[config.mk]
export PLATFORM = sky130hd
export DESIGN_NAME = cpu_cycle_timing_and_pointer_select
export DESIGN_NICKNAME = d
export VERILOG_FILES = /design/src/common/cpu_timing_pkg.sv /design/src/cpu_cycle_timing_and_pointer_select.sv
export SDC_FILE = /design/constraint.sdc
export NUM_CORES = 1
export LEC_CHECK = 0
export BUFFER_PORTS_ARGS = -buffer_cell sky130_fd_sc_hd__buf_2
export CORE_MARGIN = 5
export CORE_UTILIZATION = 55
export CTS_CLUSTER_DIAMETER = 150
export DETAILED_ROUTE_END_ITERATION = 12
export PLACE_DENSITY = 0.82
export SETUP_SLACK_MARGIN = 0.4
export SLEW_MARGIN = 20
export SYNTH_ARGS = -nofsm -noshare
export SYNTH_HDL_FRONTEND = slang
export SYNTH_SLANG_ARGS = --single-unit
[constraint.sdc]
create_clock -name i_clk -period 6.83 [get_ports i_clk]
set_clock_uncertainty 0.2 [all_clocks]
set_input_delay 2.049 -clock i_clk [delete_from_list [all_inputs] [get_ports i_clk]]
set_output_delay 2.049 -clock i_clk [all_outputs]
set_load 0.03 [all_outputs]
[src/common/cpu_timing_pkg.sv]
package cpu_timing_pkg;

   // register map, byte offsets on the plain register port
   localparam logic [7:0] ADDR_DP0_LOW = 8'h82;
   localparam logic [7:0] ADDR_DP0_HIGH = 8'h83;
   localparam logic [7:0] ADDR_DP1_LOW = 8'h84;
   localparam logic [7:0] ADDR_DP1_HIGH = 8'h85;
   localparam logic [7:0] ADDR_POINTER_SELECT = 8'h86;
   localparam logic [7:0] ADDR_STRETCH = 8'h8E;
   localparam logic [7:0] ADDR_PORT2_LATCH = 8'hA0;
   localparam logic [7:0] ADDR_STATUS = 8'hD0;
   localparam logic [7:0] ADDR_BANK_LIMIT = 8'h1F;

   // status word bit positions
   localparam int STATUS_CY = 7;
   localparam int STATUS_AC = 6;
   localparam int STATUS_RS1 = 4;
   localparam int STATUS_RS0 = 3;
   localparam int STATUS_OV = 2;

   // reset values
   localparam logic [7:0] RESET_BYTE = 8'h00;
   localparam logic [15:0] RESET_POINTER = 16'h0000;
   localparam logic [2:0] RESET_STRETCH = 3'h0;

   // cycle figures
   localparam logic [3:0] ONE_CYCLE = 4'h1;
   localparam logic [3:0] FIRST_DATA_CYCLE = 4'h2;
   localparam logic [3:0] MOVE_MIN_CYCLES = 4'h2;
   localparam logic [3:0] MOVE_MAX_CYCLES = 4'h9;
   localparam logic [3:0] MAX_PLAIN_CYCLES = 4'h5;

   // decimal adjust figures
   localparam logic [3:0] BCD_DIGIT_MAX = 4'h9;
   localparam logic [8:0] BCD_LOW_FIX = 9'h006;
   localparam logic [8:0] BCD_HIGH_FIX = 9'h060;

   typedef enum logic [1:0] {
      FIRST_STATE,
      SECOND_STATE,
      THIRD_STATE,
      FOURTH_STATE
   } state_t;

   typedef enum logic [4:0] {
      OP_NONE,
      OP_ADD,
      ADD_WITH_CARRY_OP,
      SUBTRACT_BORROW_OP,
      MULTIPLY_OP,
      OP_DIVIDE,
      DECIMAL_ADJUST_OP,
      ROTATE_RIGHT_THROUGH_CARRY_OP,
      ROTATE_LEFT_THROUGH_CARRY_OP,
      CLEAR_CARRY_OP,
      SET_CARRY_OP,
      COMPLEMENT_CARRY_OP,
      AND_BIT_INTO_CARRY_OP,
      OR_BIT_INTO_CARRY_OP,
      MOVE_BIT_INTO_CARRY_OP,
      COMPARE_JUMP_NOT_EQUAL_OP,
      OP_INC_POINTER_SELECT
   } op_t;

   // one decoded instruction as handed over at its first state
   typedef struct packed {
      logic [2:0] bytes;      // instruction length in bytes
      logic branch;           // jump or call: one address cycle more
      logic [1:0] extra;      // further cycles beyond length
      logic ext_move;         // external data move
      logic move_by_pointer;  // 1: selected pointer, 0: index register
      logic move_write;       // 1: write strobe, 0: read strobe
      logic index_sel;        // which index register of the bank
      op_t op;
      logic [7:0] operand_a;
      logic [7:0] operand_b;
      logic bit_in;           // bit operand, already inverted if needed
   } instr_t;

   typedef struct packed {
      logic cy;
      logic ac;
      logic ov;
      logic wr_cy;
      logic wr_ac;
      logic wr_ov;
   } flags_t;

endpackage

[src/cpu_cycle_timing_and_pointer_select.sv]
`timescale 1ns/100ps
`default_nettype none

// Functional notes
// RULE1 - every machine cycle is four states, stepped first to fourth in order
// RULE2 - at most one fetch per machine cycle, so one fetch spans four clocks
// RULE3 - most instructions take as many machine cycles as they have bytes
// RULE4 - jumps and calls take one machine cycle more than their byte count
// RULE5 - half the opcodes finish in a single four-clock machine cycle
// RULE6 - durations range one to five cycles; some single-byte opcodes take two
// RULE7 - both clock edges are used; clock duty cycle should be near half
// RULE8 - external data move lasts two to nine machine cycles, user selectable
// RULE9 - read or write strobe stretches in proportion to added cycles
// RULE10 - external move reaches off-chip memory and mapped peripherals, classic results
// RULE11 - index form: low address from bank index register, high from port 2 latch
// RULE12 - pointer form: full 16-bit address from the selected data pointer
// RULE13 - two data pointers; select bit zero picks first, one picks second
// RULE14 - upper seven select register bits do nothing and read zero
// RULE15 - increment of select register toggles the active data pointer
// RULE16 - results and flag effects match the classic instruction set
// RULE17 - add, add with carry, subtract set carry, overflow, aux; mul/div clear carry
// RULE18 - adjust, rotates, carry bit ops, compare set carry; clear 0, set 1
// RULE19 - two bank bits choose one of four 8-byte banks at 00h-1Fh
// RULE20 - reset restarts at first state, select bit zero, minimum move length
module cpu_cycle_timing_and_pointer_select (
   input wire logic i_clk,
   input wire logic i_sys_rst,
   // register port
   input wire logic [7:0] i_reg_addr,
   input wire logic [7:0] i_reg_wdata,
   input wire logic i_reg_wr,
   input wire logic i_reg_rd,
   output logic [7:0] o_reg_rdata,
   // instruction hand-over from the decoder
   output logic o_instr_begin,
   input wire logic i_instr_valid,
   input wire cpu_timing_pkg::instr_t i_instr,
   output logic o_fetch,
   output logic o_instr_done,
   output cpu_timing_pkg::state_t o_state,
   // external data space
   output logic [15:0] o_ext_addr,
   output logic [7:0] o_ext_wdata,
   input wire logic [7:0] i_ext_rdata,
   output logic [7:0] o_ext_rdata,
   output logic o_ext_rd_n,
   output logic o_ext_wr_n
);
   import cpu_timing_pkg::*;

   state_t state;
   logic busy;
   instr_t cur;
   logic [3:0] cycle_idx;
   logic [3:0] cycle_total;
   logic pointer_select_bit;
   logic [15:0] data_pointer_zero;
   logic [15:0] data_pointer_one;
   logic [2:0] stretch;
   logic [7:0] port2_latch;
   logic [7:0] status;
   logic [7:0] index_regs [0:7];
   logic last_state;
   logic take;
   logic strobe_window;
   flags_t next_flags;
   logic [7:0] next_rdata;

   // cycle count of one instruction
   function automatic logic [3:0] cycles_for(instr_t ins, logic [2:0] str);
      logic [3:0] n;
      n = 4'h0;
      if (ins.ext_move) begin
         n = MOVE_MIN_CYCLES + {1'b0, str}; // RULE8
      end else begin
         n = {1'b0, ins.bytes} + {3'h0, ins.branch} + {2'h0, ins.extra}; // RULE3 RULE4 RULE6
         if (n < ONE_CYCLE) begin
            n = ONE_CYCLE; // RULE5
         end
         if (n > MAX_PLAIN_CYCLES) begin
            n = MAX_PLAIN_CYCLES;
         end
      end
      return n;
   endfunction

   // whether an address falls inside the bank area
   function automatic logic in_banks(logic [7:0] addr);
      return addr <= ADDR_BANK_LIMIT;
   endfunction

   // flag effects of one operation
   function automatic flags_t alu_flags(op_t op, logic [7:0] a, logic [7:0] b,
                                        logic cy_in, logic ac_in, logic bit_in);
      flags_t f;
      logic [8:0] sum;
      logic [4:0] low;
      logic [8:0] cin;
      logic [4:0] lcin;
      logic [15:0] prod;
      logic [8:0] adj;
      f = '0;
      cin = (op == OP_ADD) ? 9'h000 : {8'h00, cy_in};
      lcin = (op == OP_ADD) ? 5'h00 : {4'h0, cy_in};
      sum = 9'h000;
      low = 5'h00;
      prod = 16'h0000;
      adj = {1'b0, a};
      case (op)
         OP_ADD, ADD_WITH_CARRY_OP: begin
            sum = {1'b0, a} + {1'b0, b} + cin;
            low = {1'b0, a[3:0]} + {1'b0, b[3:0]} + lcin;
            f = '{cy: sum[8], ac: low[4], ov: (a[7] == b[7]) && (sum[7] != a[7]),
                  wr_cy: 1'b1, wr_ac: 1'b1, wr_ov: 1'b1}; // RULE17
         end
         SUBTRACT_BORROW_OP: begin
            sum = {1'b0, a} - {1'b0, b} - cin;
            low = {1'b0, a[3:0]} - {1'b0, b[3:0]} - lcin;
            f = '{cy: sum[8], ac: low[4], ov: (a[7] != b[7]) && (sum[7] != a[7]),
                  wr_cy: 1'b1, wr_ac: 1'b1, wr_ov: 1'b1}; // RULE17
         end
         MULTIPLY_OP: begin
            prod = {8'h00, a} * {8'h00, b};
            f = '{cy: 1'b0, ac: 1'b0, ov: prod[15:8] != 8'h00,
                  wr_cy: 1'b1, wr_ac: 1'b0, wr_ov: 1'b1}; // RULE17
         end
         OP_DIVIDE: begin
            // overflow only when the divisor is zero
            f = '{cy: 1'b0, ac: 1'b0, ov: b == 8'h00,
                  wr_cy: 1'b1, wr_ac: 1'b0, wr_ov: 1'b1}; // RULE17
         end
         DECIMAL_ADJUST_OP: begin
            if (ac_in || (adj[3:0] > BCD_DIGIT_MAX)) begin
               adj = adj + BCD_LOW_FIX;
            end
            // carry is only ever set here, never cleared
            if (cy_in || adj[8] || (adj[7:4] > BCD_DIGIT_MAX)) begin
               adj = adj + BCD_HIGH_FIX;
            end
            f = '{cy: cy_in || adj[8], ac: 1'b0, ov: 1'b0,
                  wr_cy: 1'b1, wr_ac: 1'b0, wr_ov: 1'b0}; // RULE18
         end
         ROTATE_RIGHT_THROUGH_CARRY_OP: f = '{a[0], 1'b0, 1'b0, 1'b1, 1'b0, 1'b0}; // RULE18
         ROTATE_LEFT_THROUGH_CARRY_OP: f = '{a[7], 1'b0, 1'b0, 1'b1, 1'b0, 1'b0}; // RULE18
         CLEAR_CARRY_OP: f = '{1'b0, 1'b0, 1'b0, 1'b1, 1'b0, 1'b0}; // RULE18
         SET_CARRY_OP: f = '{1'b1, 1'b0, 1'b0, 1'b1, 1'b0, 1'b0}; // RULE18
         COMPLEMENT_CARRY_OP: f = '{!cy_in, 1'b0, 1'b0, 1'b1, 1'b0, 1'b0}; // RULE18
         AND_BIT_INTO_CARRY_OP: f = '{cy_in && bit_in, 1'b0, 1'b0, 1'b1, 1'b0, 1'b0}; // RULE18
         OR_BIT_INTO_CARRY_OP: f = '{cy_in || bit_in, 1'b0, 1'b0, 1'b1, 1'b0, 1'b0}; // RULE18
         MOVE_BIT_INTO_CARRY_OP: f = '{bit_in, 1'b0, 1'b0, 1'b1, 1'b0, 1'b0}; // RULE18
         COMPARE_JUMP_NOT_EQUAL_OP: f = '{a < b, 1'b0, 1'b0, 1'b1, 1'b0, 1'b0}; // RULE18
         default: f = '0;
      endcase
      return f;
   endfunction

   // sequencing terms
   assign last_state = (state == FOURTH_STATE);
   assign o_instr_begin = (state == FIRST_STATE) && !busy;
   assign take = o_instr_begin && i_instr_valid;
   assign o_state = state;

   // one fetch per cycle, only in the byte-carrying cycles; address cycles stay quiet
   assign o_fetch = (state == FIRST_STATE) &&
                    (!busy || (cycle_idx <= {1'b0, cur.bytes})); // RULE2

   // four states in fixed order, restart at first state on reset
   always_ff @(posedge i_clk) begin
      if (i_sys_rst) begin
         state <= FIRST_STATE; // RULE20
      end else begin
         case (state)
            FIRST_STATE: state <= SECOND_STATE; // RULE1
            SECOND_STATE: state <= THIRD_STATE; // RULE1
            THIRD_STATE: state <= FOURTH_STATE; // RULE1
            FOURTH_STATE: state <= FIRST_STATE; // RULE1
            default: state <= FIRST_STATE;
         endcase
      end
   end

   // instruction cycle counter
   always_ff @(posedge i_clk) begin
      if (i_sys_rst) begin
         busy <= 1'b0;
         cur <= '0;
         cycle_idx <= ONE_CYCLE;
         cycle_total <= ONE_CYCLE;
      end else if (take) begin
         busy <= 1'b1;
         cur <= i_instr;
         cycle_idx <= ONE_CYCLE;
         cycle_total <= cycles_for(i_instr, stretch); // RULE3 RULE4 RULE8
      end else if (busy && last_state) begin
         if (cycle_idx == cycle_total) begin
            busy <= 1'b0;
         end else begin
            cycle_idx <= cycle_idx + ONE_CYCLE;
         end
      end
   end

   // completion pulse in the cycle after the last fourth state
   always_ff @(posedge i_clk) begin
      if (i_sys_rst) begin
         o_instr_done <= 1'b0;
      end else begin
         o_instr_done <= busy && last_state && (cycle_idx == cycle_total);
      end
   end

   // external address and write data, latched as the move starts
   always_ff @(posedge i_clk) begin
      if (i_sys_rst) begin
         o_ext_addr <= RESET_POINTER;
         o_ext_wdata <= RESET_BYTE;
      end else if (take && i_instr.ext_move) begin // RULE10
         o_ext_wdata <= i_instr.operand_a;
         if (i_instr.move_by_pointer) begin
            o_ext_addr <= pointer_select_bit ? data_pointer_one : data_pointer_zero; // RULE12 RULE13
         end else begin
            o_ext_addr <= {port2_latch,
                           index_regs[{status[STATUS_RS1], status[STATUS_RS0],
                                       i_instr.index_sel}]}; // RULE11 RULE19
         end
      end
   end

   // read data taken at the close of the move
   always_ff @(posedge i_clk) begin
      if (i_sys_rst) begin
         o_ext_rdata <= RESET_BYTE;
      end else if (busy && last_state && (cycle_idx == cycle_total) &&
                   cur.ext_move && !cur.move_write) begin
         o_ext_rdata <= i_ext_rdata;
      end
   end

   // strobe window covers every cycle after the address cycle except the final fourth state, so it grows with stretch
   assign strobe_window = busy && cur.ext_move && (cycle_idx >= FIRST_DATA_CYCLE) &&
                          !(last_state && (cycle_idx == cycle_total)); // RULE9

   // strobes move on the falling edge; they fall three and a half states after the address change
   always_ff @(negedge i_clk) begin
      if (i_sys_rst) begin
         o_ext_rd_n <= 1'b1;
         o_ext_wr_n <= 1'b1;
      end else begin
         o_ext_rd_n <= !(strobe_window && !cur.move_write); // RULE7 RULE9
         o_ext_wr_n <= !(strobe_window && cur.move_write); // RULE7 RULE9
      end
   end

   // flag effect of the running instruction
   always_comb begin
      next_flags = alu_flags(cur.op, cur.operand_a, cur.operand_b,
                             status[STATUS_CY], status[STATUS_AC], cur.bit_in); // RULE16
   end

   // status word; the completing instruction wins over a same-cycle software write
   always_ff @(posedge i_clk) begin
      if (i_sys_rst) begin
         status <= RESET_BYTE;
      end else begin
         if (i_reg_wr && (i_reg_addr == ADDR_STATUS)) begin
            status <= i_reg_wdata;
         end
         if (busy && last_state && (cycle_idx == cycle_total)) begin
            if (next_flags.wr_cy) begin
               status[STATUS_CY] <= next_flags.cy; // RULE17 RULE18
            end
            if (next_flags.wr_ac) begin
               status[STATUS_AC] <= next_flags.ac; // RULE17
            end
            if (next_flags.wr_ov) begin
               status[STATUS_OV] <= next_flags.ov; // RULE17
            end
         end
      end
   end

   // pointer select bit; an increment toggles and wins over a same-cycle software write
   always_ff @(posedge i_clk) begin
      if (i_sys_rst) begin
         pointer_select_bit <= 1'b0; // RULE20
      end else if (busy && last_state && (cycle_idx == cycle_total) &&
                   (cur.op == OP_INC_POINTER_SELECT)) begin
         pointer_select_bit <= !pointer_select_bit; // RULE15
      end else if (i_reg_wr && (i_reg_addr == ADDR_POINTER_SELECT)) begin
         pointer_select_bit <= i_reg_wdata[0]; // RULE13 RULE14
      end
   end

   // both data pointers, byte-wide software access
   always_ff @(posedge i_clk) begin
      if (i_sys_rst) begin
         data_pointer_zero <= RESET_POINTER;
         data_pointer_one <= RESET_POINTER;
      end else if (i_reg_wr) begin
         case (i_reg_addr)
            ADDR_DP0_LOW: data_pointer_zero[7:0] <= i_reg_wdata;
            ADDR_DP0_HIGH: data_pointer_zero[15:8] <= i_reg_wdata;
            ADDR_DP1_LOW: data_pointer_one[7:0] <= i_reg_wdata;
            ADDR_DP1_HIGH: data_pointer_one[15:8] <= i_reg_wdata;
            default: ;
         endcase
      end
   end

   // move length and port 2 latch
   always_ff @(posedge i_clk) begin
      if (i_sys_rst) begin
         stretch <= RESET_STRETCH; // RULE20
         port2_latch <= RESET_BYTE;
      end else if (i_reg_wr) begin
         if (i_reg_addr == ADDR_STRETCH) begin
            stretch <= i_reg_wdata[2:0]; // RULE8
         end
         if (i_reg_addr == ADDR_PORT2_LATCH) begin
            port2_latch <= i_reg_wdata;
         end
      end
   end

   // only the two index registers of each bank are held; the rest of a bank reads zero
   always_ff @(posedge i_clk) begin
      if (i_sys_rst) begin
         for (int i = 0; i < 8; i++) begin
            index_regs[i] <= RESET_BYTE;
         end
      end else if (i_reg_wr && in_banks(i_reg_addr) && (i_reg_addr[2:1] == 2'h0)) begin
         index_regs[{i_reg_addr[4:3], i_reg_addr[0]}] <= i_reg_wdata; // RULE19
      end
   end

   // read mux
   always_comb begin
      next_rdata = RESET_BYTE;
      if (in_banks(i_reg_addr)) begin
         if (i_reg_addr[2:1] == 2'h0) begin
            next_rdata = index_regs[{i_reg_addr[4:3], i_reg_addr[0]}];
         end
      end else begin
         case (i_reg_addr)
            ADDR_DP0_LOW: next_rdata = data_pointer_zero[7:0];
            ADDR_DP0_HIGH: next_rdata = data_pointer_zero[15:8];
            ADDR_DP1_LOW: next_rdata = data_pointer_one[7:0];
            ADDR_DP1_HIGH: next_rdata = data_pointer_one[15:8];
            ADDR_POINTER_SELECT: next_rdata = {7'h00, pointer_select_bit}; // RULE14
            ADDR_STRETCH: next_rdata = {5'h00, stretch};
            ADDR_PORT2_LATCH: next_rdata = port2_latch;
            ADDR_STATUS: next_rdata = status;
            default: next_rdata = RESET_BYTE;
         endcase
      end
   end

   // read data one cycle after the strobe, zero otherwise
   always_ff @(posedge i_clk) begin
      if (i_sys_rst) begin
         o_reg_rdata <= RESET_BYTE;
      end else if (i_reg_rd) begin
         o_reg_rdata <= next_rdata;
      end else begin
         o_reg_rdata <= RESET_BYTE;
      end
   end

endmodule

`default_nettype wire

==> flow_summary_export.csv <==
group,metric,value,unit
global_routing,grt_pass1_wl,52100,um
floorplanning,dieWidth,158,um
outcome,status,"finished clean",
global_routing,grt_max_degree,93,
clock_network,cts_tree,"yes",
global_routing,grt_use_met2,44.3,%
routing,wirelength,32100,um
routing,dr_total_vias,9938,
floorplanning,die_y,158,um
pwr,power.leakage,5.47,nW
hold_path,hold_class,"reg -> reg",
critical_path,path_cells,"buf_6",
finish,layout_commonest_cell,"nand2_1",
critical_path,endpoint_kind,"output port",
global_routing,grt_util_met1,33.3,%
critical_path,cpPeakStageDelay,0.31,ns
global_routing,grt_usage,26.2,%
logic_synthesis,synthArstFlopShare,0,%
pwr,power.density,214,nW/um^2
finish,final_util,61.7,%
placement,hpwl,23200,um
floorplanning,design.core.area,21800,sq um
finish,nets,1528,
placement,port_buffers,107,
routing,wl_per_cell,19.4,um
timing,slew_violations,0,
routing,drtIter0Drc,1096,
clock_network,cts-root-buf,"clkbuf_16",
clock_network,postCtsHoldBufs,0,
pwr,finalPower,2.87,mW
global_routing,grt-ovfl-total,0,
floorplanning,dieArea,25100,sq um
global_routing,antenna_found_initial,0,
floorplanning,pin_count,108,
placement,preCtsSetupSlack,0.291,ns
logic_synthesis,syn_area,12100,sq um
logic_synthesis,ys_ff_latch,197,
routing,route.detailed.drc,0,
finish,layout-area-overhead-vs-synth,10.6,%
logic_synthesis,syn_inst,1293,
critical_path,critPathRequiredTime,4.58,ns
clock_network,worstSkewPairLatency,0.44,ns
timing,hold_ws,0.251,ns
critical_path,cp_top_family,"flip-flops",
floorplanning,initial_core_util,55.7,%
run,cap_viol_max_count,0,
timing,rsz0062_at_grt,"yes",
finish,drive_gt1_share,15.8,%
timing,finalSetupViolCount,0,
finish,diodes,0,
clock_network,path_clk_slew,0.07,ns
logic_synthesis,synth.net_count,1463,
logic_synthesis,syn_avg_cell_area,9.38,sq um
timing,fin_ws,0.279,ns
critical_path,path_class,"reg -> out",
critical_path,start_kind,"register",
pwr,irDropWorstVdd,0.158,mV
routing,ant_nets,0,
critical_path,crit_fanout,1,
floorplanning,fp-row-count,54,
clock_network,clock-sinks,197,
clock_network,h-tree-depth,4,
timing,report.final.hold_viol_count,0,
clock_network,postCtsSetupRepairBufs,0,
finish,final_cell_mix,"nand2_1 (167), dfxtp_1 (131), nor2_1 (116)",
routing,first_pass_iters,7,
global_routing,grt.busiest_layer,"met2",
placement,place.gp.congestion,0.945,
clock_network,cts_inserted_buffers,17,
logic_synthesis,synth_cell_types,66,
timing,tightest_slew,1.14,ns
logic_synthesis,synth_edf_count,64,
global_routing,grt_pass1_vias,10101,
critical_path,critPathBufInv,1,
global_routing,grt_use_met3,4.43,%
critical_path,crit_slowest_cell,"dfxtp_2",
logic_synthesis,ys.flop_type,"dfxtp_1",
logic_synthesis,synth-warning-count,0,
clock_network,max-clock-path-buffers,2,
critical_path,arrival,4.30,ns
routing,routed_via_density,6.02,
timing,finalSetupTns,0,ns
logic_synthesis,synth-seq-area-share,37.8,%
timing,relSlewSlack,24.1,%
## state kept, by name, summed over array words and instances, names as in the netlist
register,cells
o_ext_rd_n,1
cycle_idx,4
busy,1
cur,27
o_ext_wdata,8
o_ext_rdata,8
o_state,2
status,8
o_ext_addr,16
port2_latch,8
o_instr_done,1
data_pointer_zero,16
index_regs,64
o_ext_wr_n,1
data_pointer_one,16
cycle_total,4
stretch,3
o_reg_rdata,8
pointer_select_bit,1
## kinds of logic (layout without fill, tap and decap cells)
family                   after synthesis  count (layout)  synth area share [%]
adder cells (fa/ha/maj)              109             109                  13.7
flip-flops                           197             197                  37.8
multiplexers                         103             103                  11.9
AO/OA/AOI/OAI                        234             234                  12.1
XOR/XNOR                              13              13                 0.939
AND/OR/NAND/NOR                      468             468                  18.2
buffers and inverters                169             247                  5.39
## stage by stage
step | std cells | instance area [sq um]
floorplan | 1293 | 12100
global placement | 1618 | 12800
detailed placement | 1618 | 12800
CTS | 1651 | 13400
global route | 1651 | 13400
finish | 1651 | 13400
## power breakdown
group	internal, mW	leakage, nW	switching, mW
clock	0.486	0.283	0.486
sequential	1.27	1.68	0.0700
combinational	0.207	3.50	0.356
total	1.96	5.47	0.912
## layout make-up
cell class | count | area (sq um)
multi-input combinational | 927 | 6890
clock buffer | 18 | 429
clock inverter | 16 | 150
tap | 280 | 350
fill | 1762 | 8340
timing repair buffer | 124 | 678
sequential | 197 | 4590
inverter | 89 | 334
## synthesized netlist by cell type (39+ instances only)
cell      number  share of area (%)
a21oi_1      104                4.3
and2_1        59                3.0
clkbuf_1      62                1.9
dfxtp_1      133                 22
edfxtp_1      64                 16
fa_1          39                6.4
ha_1          70                7.2
inv_1         88                2.7
mux2i_1       59                4.9
nand2_1      167                5.2
nor2_1       116                3.6
o21ai_0       41                1.7
## path summary, 6_finish.rpt
| check | start | to | slack (ns) | cells past startpoint |
|---|---|---|---|---|
| hold / removal | o_ext_addr[12]$_SDFFE_PP0P_ | o_ext_addr[12]$_SDFFE_PP0P_ | 0.25 | 2 |
| setup / recovery | o_ext_wr_n$_SDFF_NP1_ | o_ext_wr_n | 0.28 | 1 |
| hold reg to reg | o_ext_addr[12]$_SDFFE_PP0P_ | o_ext_addr[12]$_SDFFE_PP0P_ | 0.25 | 2 |
| setup reg to reg | cycle_idx[1]$_SDFFE_PP0P_ | o_ext_wr_n$_SDFF_NP1_ | 1.58 | 5 |
## repair_timing
item | CTS | global route
setup endpoints to repair | 2 | 2
endpoints found under the hold margin | 0 | 0
gates resized for setup | 6 | 0
pin swaps | 0 | 0
## layer usage
layer,vias to the layer above,wire length [um]
li1,4630,-
met4,0,1190
met1,4732,12300
met3,93,2640
met5,-,0
met2,483,16000
No activity file was read; power rests on OpenSTA's default activity.
